<file path="src/core/cmya_pkg.sv">
// package: register map, field layout and reset values for month/year calendar and alarm match
package cmya_pkg;
    localparam logic [7:0] OFS_MONTH = 8'h0D;
    localparam logic [7:0] OFS_YEAR = 8'h0E;
    localparam logic [7:0] OFS_ALARM_SEC = 8'h10;
    localparam int MONTH_MSB = 4;
    localparam int YEAR_MSB = 6;
    localparam int ALARM_EN_BIT = 7;
    localparam logic [4:0] MONTH_RST = 5'h01;
    localparam logic [4:0] MONTH_JAN = 5'h01;
    localparam logic [4:0] MONTH_FEB = 5'h02;
    localparam logic [4:0] MONTH_SEP = 5'h09;
    localparam logic [4:0] MONTH_OCT = 5'h10;
    localparam logic [4:0] MONTH_DEC = 5'h12;
    localparam logic [6:0] YEAR_RST = 7'h00;
    localparam logic [6:0] YEAR_MAX = 7'h79;
    localparam logic [7:0] ALARM_SEC_RST = 8'h00;
endpackage : cmya_pkg

</file>
<file path="src/core/cmya_bcd_inc.sv">
// module: BCD two-digit incrementer with wrap
`timescale 1ns/1ns
`default_nettype none
module cmya_bcd_inc #(
    parameter int W = 7
) (
    // value in
    input wire logic [W-1:0] val_i,
    // wrap value and restart value
    input wire logic [W-1:0] max_i,
    input wire logic [W-1:0] min_i,
    // result
    output logic [W-1:0] inc_o,
    output logic wrap_o
);
    // elaboration check: full units digit plus at least one tens bit, two digits at most
    if (W < 5 || W > 8) begin : g_bad_width
        $error("cmya_bcd_inc: width out of range");
    end
    logic [7:0] v;
    logic [7:0] r;
    always_comb begin
        v = 8'h00;
        v[W-1:0] = val_i;
        if (v[3:0] == 4'h9) begin
            r = {v[7:4] + 4'h1, 4'h0};
        end else begin
            r = {v[7:4], v[3:0] + 4'h1};
        end
    end
    assign wrap_o = (val_i == max_i);
    assign inc_o = wrap_o ? min_i : r[W-1:0];
endmodule : cmya_bcd_inc
`default_nettype wire

</file>
<file path="src/core/cmya_calendar.sv">
// module: month/year calendar counters with alarm match and interrupt
// Function
// [RQ1] month held as BCD 1..12 in bits 4:0
// [RQ2] February gets day 29 when year divisible by four
// [RQ3] year held as BCD 0..79 in bits 6:0
// [RQ4] enabled valid alarm fields compared with current counters
// [RQ5] flag set on first all-match when irq enabled
// [RQ6] flag with irq enable drives interrupt pin
// [RQ7] disabled alarm fields ignored in match decision
// [RQ8] alarm seconds: bit 7 enable, 6:0 BCD second
// [RQ9] month advances past last day, December wraps, year increments
`timescale 1ns/1ns
`default_nettype none
module cmya_calendar (
    // clock and reset
    input wire logic clk_sys_i,
    input wire logic nrst_i,
    // register port
    input wire logic [7:0] reg_addr_i,
    input wire logic reg_wr_i,
    input wire logic [7:0] reg_wdata_i,
    output logic [7:0] reg_rdata_o,
    // day counter interface
    input wire logic [5:0] day_i,
    input wire logic day_tick_i,
    input wire logic [6:0] second_i,
    output logic last_day_o,
    // alarm fields from other alarm registers: match and enable
    input wire logic other_fields_match_i,
    // control bits
    input wire logic alarm_irq_enable_i,
    input wire logic alarm_flag_clear_i,
    output logic alarm_match_flag_o,
    output logic irq_n_o
);
    ////////////////////////////////////////////////////////////////
    // registers
    logic [4:0] month_r;
    logic [6:0] year_r;
    logic [7:0] alarm_sec_r;
    logic flag_r;
    logic match_d_r;
    logic [4:0] month_nxt;
    logic [6:0] year_nxt;
    logic [4:0] month_inc;
    logic [6:0] year_inc;
    logic month_wrap;
    logic year_wrap;
    logic [5:0] last_day;
    logic leap;
    logic all_match;
    logic wr_month;
    logic wr_year;
    logic wr_alarm;

    assign wr_month = reg_wr_i && (reg_addr_i == cmya_pkg::OFS_MONTH);
    assign wr_year = reg_wr_i && (reg_addr_i == cmya_pkg::OFS_YEAR);
    assign wr_alarm = reg_wr_i && (reg_addr_i == cmya_pkg::OFS_ALARM_SEC);

    ////////////////////////////////////////////////////////////////
    // month length and leap year
    // BCD divisible by four: tens even with units 0,4,8; tens odd with units 2,6
    assign leap = year_r[4] ? (year_r[3:0] == 4'h2 || year_r[3:0] == 4'h6)
                            : (year_r[1:0] == 2'b00); // [RQ2]
    always_comb begin
        unique case (month_r)
            cmya_pkg::MONTH_FEB: last_day = leap ? 6'h29 : 6'h28; // [RQ2]
            5'h04, 5'h06, cmya_pkg::MONTH_SEP, 5'h11: last_day = 6'h30;
            default: last_day = 6'h31;
        endcase
    end
    assign last_day_o = (day_i == last_day);

    ////////////////////////////////////////////////////////////////
    // incrementers
    cmya_bcd_inc #(.W(5)) u_month_inc (
        .val_i(month_r),
        .max_i(cmya_pkg::MONTH_DEC),
        .min_i(cmya_pkg::MONTH_JAN),
        .inc_o(month_inc),
        .wrap_o(month_wrap)
    );
    cmya_bcd_inc #(.W(7)) u_year_inc (
        .val_i(year_r),
        .max_i(cmya_pkg::YEAR_MAX),
        .min_i(cmya_pkg::YEAR_RST),
        .inc_o(year_inc),
        .wrap_o(year_wrap)
    );

    ////////////////////////////////////////////////////////////////
    // month and year counters
    always_comb begin
        month_nxt = month_r;
        year_nxt = year_r;
        if (day_tick_i && last_day_o) begin
            month_nxt = month_inc; // [RQ9]
            if (month_wrap) begin
                year_nxt = year_inc; // [RQ9]
            end
        end
        if (wr_month) begin
            month_nxt = reg_wdata_i[cmya_pkg::MONTH_MSB:0]; // [RQ1]
        end
        if (wr_year) begin
            year_nxt = reg_wdata_i[cmya_pkg::YEAR_MSB:0]; // [RQ3]
        end
    end
    always_ff @(posedge clk_sys_i or negedge nrst_i) begin
        if (!nrst_i) begin
            month_r <= cmya_pkg::MONTH_RST;
            year_r <= cmya_pkg::YEAR_RST;
        end else begin
            month_r <= month_nxt;
            year_r <= year_nxt;
        end
    end

    ////////////////////////////////////////////////////////////////
    // alarm seconds register
    always_ff @(posedge clk_sys_i or negedge nrst_i) begin
        if (!nrst_i) begin
            alarm_sec_r <= cmya_pkg::ALARM_SEC_RST;
        end else if (wr_alarm) begin
            alarm_sec_r <= reg_wdata_i; // [RQ8]
        end
    end

    ////////////////////////////////////////////////////////////////
    // alarm match
    assign all_match = other_fields_match_i
        && (!alarm_sec_r[cmya_pkg::ALARM_EN_BIT] || alarm_sec_r[6:0] == second_i); // [RQ4] [RQ7]
    always_ff @(posedge clk_sys_i or negedge nrst_i) begin
        if (!nrst_i) begin
            match_d_r <= 1'b0;
        end else begin
            match_d_r <= all_match;
        end
    end
    always_ff @(posedge clk_sys_i or negedge nrst_i) begin
        if (!nrst_i) begin
            flag_r <= 1'b0;
        end else if (all_match && !match_d_r && alarm_irq_enable_i) begin
            flag_r <= 1'b1; // [RQ5]
        end else if (alarm_flag_clear_i) begin
            flag_r <= 1'b0;
        end
    end
    assign alarm_match_flag_o = flag_r;
    assign irq_n_o = !(flag_r && alarm_irq_enable_i); // [RQ6]

    ////////////////////////////////////////////////////////////////
    // read data
    always_ff @(posedge clk_sys_i or negedge nrst_i) begin
        if (!nrst_i) begin
            reg_rdata_o <= 8'h00;
        end else begin
            unique case (reg_addr_i)
                cmya_pkg::OFS_MONTH: reg_rdata_o <= {3'b000, month_r}; // [RQ1]
                cmya_pkg::OFS_YEAR: reg_rdata_o <= {1'b0, year_r}; // [RQ3]
                cmya_pkg::OFS_ALARM_SEC: reg_rdata_o <= alarm_sec_r; // [RQ8]
                default: reg_rdata_o <= 8'h00;
            endcase
        end
    end

    ////////////////////////////////////////////////////////////////
    // checks
    property p_flag_rise;
        @(posedge clk_sys_i) disable iff (!nrst_i)
        (all_match && !match_d_r && alarm_irq_enable_i) |=> flag_r;
    endproperty
    a_flag_rise: assert property (p_flag_rise) else $error("flag not set on match"); // [RQ5]
    property p_flag_cause;
        @(posedge clk_sys_i) disable iff (!nrst_i)
        $rose(flag_r) |-> $past(all_match) && !$past(match_d_r);
    endproperty
    a_flag_cause: assert property (p_flag_cause) else $error("flag set without match"); // [RQ4]
    property p_irq;
        @(posedge clk_sys_i) disable iff (!nrst_i)
        (flag_r && alarm_irq_enable_i) |-> !irq_n_o;
    endproperty
    a_irq: assert property (p_irq) else $error("irq not driven"); // [RQ6]
    property p_sec_dis;
        @(posedge clk_sys_i) disable iff (!nrst_i)
        (!alarm_sec_r[7] && other_fields_match_i) |-> all_match;
    endproperty
    a_sec_dis: assert property (p_sec_dis) else $error("disabled field blocked"); // [RQ7]
    property p_month_range;
        @(posedge clk_sys_i) disable iff (!nrst_i)
        (day_tick_i && last_day_o && !wr_month && month_r == cmya_pkg::MONTH_DEC) |=> month_r == 5'h01;
    endproperty
    a_month_range: assert property (p_month_range) else $error("december wrap wrong"); // [RQ9]
    property p_year_inc;
        @(posedge clk_sys_i) disable iff (!nrst_i)
        (day_tick_i && last_day_o && !wr_year && month_r == cmya_pkg::MONTH_DEC && year_r == 7'h19)
        |=> year_r == 7'h20;
    endproperty
    a_year_inc: assert property (p_year_inc) else $error("year increment wrong"); // [RQ3]
    property p_leap;
        @(posedge clk_sys_i) disable iff (!nrst_i)
        (month_r == cmya_pkg::MONTH_FEB && (year_r == 7'h00 || year_r == 7'h12)) |-> last_day == 6'h29;
    endproperty
    a_leap: assert property (p_leap) else $error("leap february wrong"); // [RQ2]
    property p_nonleap;
        @(posedge clk_sys_i) disable iff (!nrst_i)
        (month_r == cmya_pkg::MONTH_FEB && year_r == 7'h13) |-> last_day == 6'h28;
    endproperty
    a_nonleap: assert property (p_nonleap) else $error("non-leap february wrong"); // [RQ2]
    property p_month_wr;
        @(posedge clk_sys_i) disable iff (!nrst_i)
        wr_month |=> month_r == $past(reg_wdata_i[4:0]);
    endproperty
    a_month_wr: assert property (p_month_wr) else $error("month write lost"); // [RQ1]
    property p_alarm_wr;
        @(posedge clk_sys_i) disable iff (!nrst_i)
        wr_alarm |=> alarm_sec_r == $past(reg_wdata_i);
    endproperty
    a_alarm_wr: assert property (p_alarm_wr) else $error("alarm write lost"); // [RQ8]
endmodule : cmya_calendar
`default_nettype wire

</file>
<file path="config.mk">
export PLATFORM = sky130hd
export DESIGN_NAME = cmya_calendar
export DESIGN_NICKNAME = d
export VERILOG_FILES = /design/src/core/cmya_pkg.sv /design/src/core/cmya_bcd_inc.sv /design/src/core/cmya_calendar.sv
export SDC_FILE = /design/constraint.sdc
export NUM_CORES = 1
export LEC_CHECK = 0
export BUFFER_PORTS_ARGS = -buffer_cell sky130_fd_sc_hd__buf_2
export CAP_MARGIN = 20
export CORE_UTILIZATION = 45
export CTS_CLUSTER_DIAMETER = 80
export DETAILED_ROUTE_END_ITERATION = 16
export PLACE_DENSITY = 0.74
export SLEW_MARGIN = 20
export SYNTH_ARGS = -nofsm -noshare
export SYNTH_HDL_FRONTEND = slang
export SYNTH_SLANG_ARGS = --single-unit
</file>
<file path="constraint.sdc">
create_clock -name clk_sys_i -period 2.6 [get_ports clk_sys_i]
set_clock_uncertainty 0.15 [all_clocks]
set_input_delay 0.26 -clock clk_sys_i [delete_from_list [all_inputs] [get_ports clk_sys_i]]
set_output_delay 0.26 -clock clk_sys_i [all_outputs]
set_load 0.03 [all_outputs]
</file>
==> run_results.csv <==
group,metric,value,unit
route,antenna_left,0,
sta,finalSetupViolCount,0,
floorplanning,initial_utilization,47.64,%
synthesis,synth-compound-area-share,16.54,%
sta,finalWorstSetupSlack,0.07048,ns
final_layout,design_area,0.002230,mm2
floorplanning,num_rows,22,
worst_setup_path,cpPeakStageDelay,0.55,ns
placement,dp.cells,276,
route,vias_per_cell,5.509,
final_layout,layout.nets,276,
synthesis,synth_ff_type,"dfrtp_1",
route,drt_pass1_iterations,4,
floorplanning,die_h,64.73,um
placement,dp_slack,0.09971,ns
synthesis,synth_edf_count,0,
grt,grt_overflow,0,
grt,grt.total_usage,22.09,%
synthesis,ys_seq_area_share,42.47,%
floorplanning,core_area,0.003716,mm2
hold_path,hold_path.class,"input port to flop",
route,drt-initial-drc-count,124,
route,wire_per_inst,14.40,um
clock_network,clkTransAtPathRegs,0.06,ns
synthesis,synth_top_family_by_area,"simple AND/OR/NAND/NOR gates",
sta,max_slew.worst_pin.slew,0.6782,ns
floorplanning,ios,47,
grt,grt_pass1_vias,1436,
final_layout,drive_gt1_share,32.22,%
clock_network,clockBufferDepth,2,
synthesis,synth_fa_ha_area_share,1.413,%
sta,hold_viol,0,
sta,min_period,2.530,ns
final_layout,fillers,338,
worst_setup_path,cp.arrival,2.12,ns
sta,rsz0062_at_grt,"yes",
pwr,power_density,644.9,mW/mm2
worst_setup_path,cpLargestDelayFamily,"simple AND/OR/NAND/NOR gates",
grt,grt_pass1_wl,6775,um
flow_run,drv_cap,0,
status,status,"finished clean",
route,drc,0,
placement,post_dp_cell_area,0.002044,mm2
synthesis,netlist_instances,188,
synthesis,yosysWarnings,0,
placement,gp_congestion,0.8119,
synthesis,synth.avg_cell_area,9.417,um2
sta,fin_crit_sh,97.29,%
floorplanning,die_area,0.004189,mm2
placement,dpl.hpwl,3046,um
worst_setup_path,worstSetupPathType,"flop to output pin",
route,drt_wl_total,4133,um
worst_setup_path,cp_max_fo,3,
synthesis,muxShareOfSynthArea,6.714,%
final_layout,final_core_util,60.00,%
clock_network,htreeDepth,2,
synthesis,synth-simple-area-share,22.76,%
final_layout,area_growth,25.94,%
clock_network,cts_buffers,5,
grt,antenna_found_initial,0,
worst_setup_path,critPathBufInv,1,
grt,grt_max_degree,31,
worst_setup_path,critPathSlowestCell,"or4b_4",
final_layout,stdcell_count,287,
worst_setup_path,cp-end-kind,"output pin",
pwr,p_leak,0.001140,uW
clock_network,cts_sinks,30,
clock_network,clockRootBuffer,"clkbuf_8",
placement,port_buffers,46,
sta,hold_ws,0.006028,ns
clock_network,worstSkewPairLatency,0.30,ns
floorplanning,die_w,64.73,um
synthesis,async_reset_ff_share,100.0,%
synthesis,syn_nets,226,
synthesis,ys_ff_latch,30,
sta,fmax,0.3953,GHz
worst_setup_path,path_cells,"or4b_4 > or4_4 > nand2_2 > and2_1 > buf_6",
pwr,ir_worst_vdd,0.3281,mV
worst_setup_path,required,2.19,ns
synthesis,synth_xor_area_share,4.947,%
sta,finalMaxSlewViolations,0,
clock_network,cts_tree,"built",
route,num_vias,1581,
synthesis,netlist-cell-type-count,47,
final_layout,antennaDiodeCount,0,
worst_setup_path,critPathLaunchType,"flop",
sta,relSlewSlack,54.78,%
synthesis,syn_area,0.001770,mm2
-- cells in the mapped netlist (2+ instances only) --
master / number / area [um2]
dfrtp_1: 29 / 725.7
nand2_1: 24 / 90.09
inv_1: 10 / 37.54
clkbuf_1: 8 / 30.03
o21ai_0: 8 / 40.04
mux2_2: 7 / 78.83
nor2_1: 7 / 26.28
nand3_1: 6 / 30.03
xnor2_1: 6 / 52.55
a21oi_1: 5 / 25.02
a222oi_1: 5 / 50.05
a31oi_1: 5 / 31.28
mux2i_1: 4 / 40.04
nor4_1: 4 / 25.02
xor2_1: 4 / 35.03
a22o_1: 3 / 26.28
and2_1: 3 / 18.77
and3_1: 3 / 18.77
nand4_1: 3 / 18.77
nor2b_1: 3 / 18.77
nor3_1: 3 / 15.01
nor4b_1: 3 / 26.28
o21ai_1: 3 / 15.01
a21boi_0: 2 / 15.01
a21o_1: 2 / 15.01
and4b_1: 2 / 20.02
ha_1: 2 / 25.02
nand2b_1: 2 / 12.51
nand3b_1: 2 / 15.01
o2111ai_1: 2 / 17.52
or3_1: 2 / 12.51
-- through the flow --
step | setup TNS (ns) | power, uW
3_3_place_gp | 0 | 831.7
5_1_grt | -0.02055 | 1506
6_report | 0 | 1438
3_5_place_dp | 0 | 837.3
4_1_cts | 0 | 1436
2_1_floorplan | 0 | 724.2
-- registers in the layout, summed over array words and instances (netlist names) --
signal,flops
reg_rdata_o,8
month_r,5
match_d_r,1
year_r,7
alarm_sec_r,8
alarm_match_flag_o,1
-- path summary, 6_finish.rpt --
| kind | cells after the start | slack (ns) | end | from |
|---|---|---|---|---|
| min reg2reg | 1 | 0.34 | reg_rdata_o[7]$_DFF_PN0_ | alarm_sec_r[7]$_DFFE_PN0P_ |
| max reg2reg | 7 | 0.12 | month_r[1]$_DFFE_PN0P_ | month_r[3]$_DFFE_PN0P_ |
| max in group asynchronous | 2 | 1.45 | reg_rdata_o[3]$_DFF_PN0_ | nrst_i |
| min | 2 | 0.006 | alarm_match_flag_o$_DFFE_PN0P_ | alarm_flag_clear_i |
| max | 5 | 0.07 | last_day_o | month_r[3]$_DFFE_PN0P_ |
| min in group asynchronous | 2 | 0.41 | alarm_sec_r[2]$_DFFE_PN0P_ | nrst_i |
-- report_power, final --
| group | switching, uW | internal (uW) |
|---|---|---|
| logic | 166 | 148 |
| clock network | 185 | 409 |
| registers | 28.0 | 503 |
-- layout make-up --
class	count	area [um2]	area share, %
Clock buffer	6	82.58	3.704
Clock inverter	2	60.06	2.694
Inverter	10	37.54	1.684
Multi-Input combinational cell	137	934.6	41.92
Sequential cell	30	752.0	33.73
Tap cell	48	60.06	2.694
Timing Repair Buffer	54	302.8	13.58
-- worst register-to-register path, cell delays in order (launching register included) --
cell     delay [ns]
dfrtp_1        0.39
or4b_4         0.55
or4_4          0.50
a221o_1        0.37
nand2_2        0.12
buf_4          0.13
nor2_1         0.05
o21ai_0        0.15
-- cell families (layout without fill, tap and decap cells) --
group | after synthesis | in the layout
simple gates | 73 | 73
compound gates | 41 | 41
flops | 30 | 30
buf+inv | 21 | 72
mux | 11 | 11
xor+xnor | 10 | 10
fa+ha+maj | 2 | 2
-- routing by layer --
layer | part of all wire [%] | up-vias | global-route usage, %
met5 | 0 | - | 0
met4 | 2.3 | 0 | 9.444
met3 | 5.5 | 7 | 5.282
met2 | 48 | 57 | 35.29
met1 | 44 | 730 | 28.30
li1 | - | 787 | -
-- placed cells by master, fill, tap and decap left out, types with 3 or more instances in the layout --
cell type and n:
nor4b_1 3, buf_2 45, and3_1 3, clkbuf_8 6, xnor2_1 6, mux2_2 7, nand2_1 23, nand3_1 6
mux2i_1 4, o21ai_0 8, a22o_1 3, a31oi_1 5, nor2b_1 3, nand4_1 3, and2_1 3, dfrtp_1 29
o21ai_1 3, xor2_1 4, nor4_1 4, a222oi_1 5, nor2_1 7, inv_1 10, a21oi_1 5, buf_4 6
-- repair_timing --
| action | 4_1_cts | 5_1_grt |
|---|---|---|
| endpoints found under the hold margin | 29 | 0 |
| gates resized for setup | 1 | 4 |
| endpoints found under the setup margin | 1 | 4 |
| setup buffers | 0 | 2 |
| pin swaps | 0 | 3 |
| gates cloned | 0 | 0 |
| hold buffers | 1 | 0 |
Note: power is estimated with default switching activity, not from simulation.
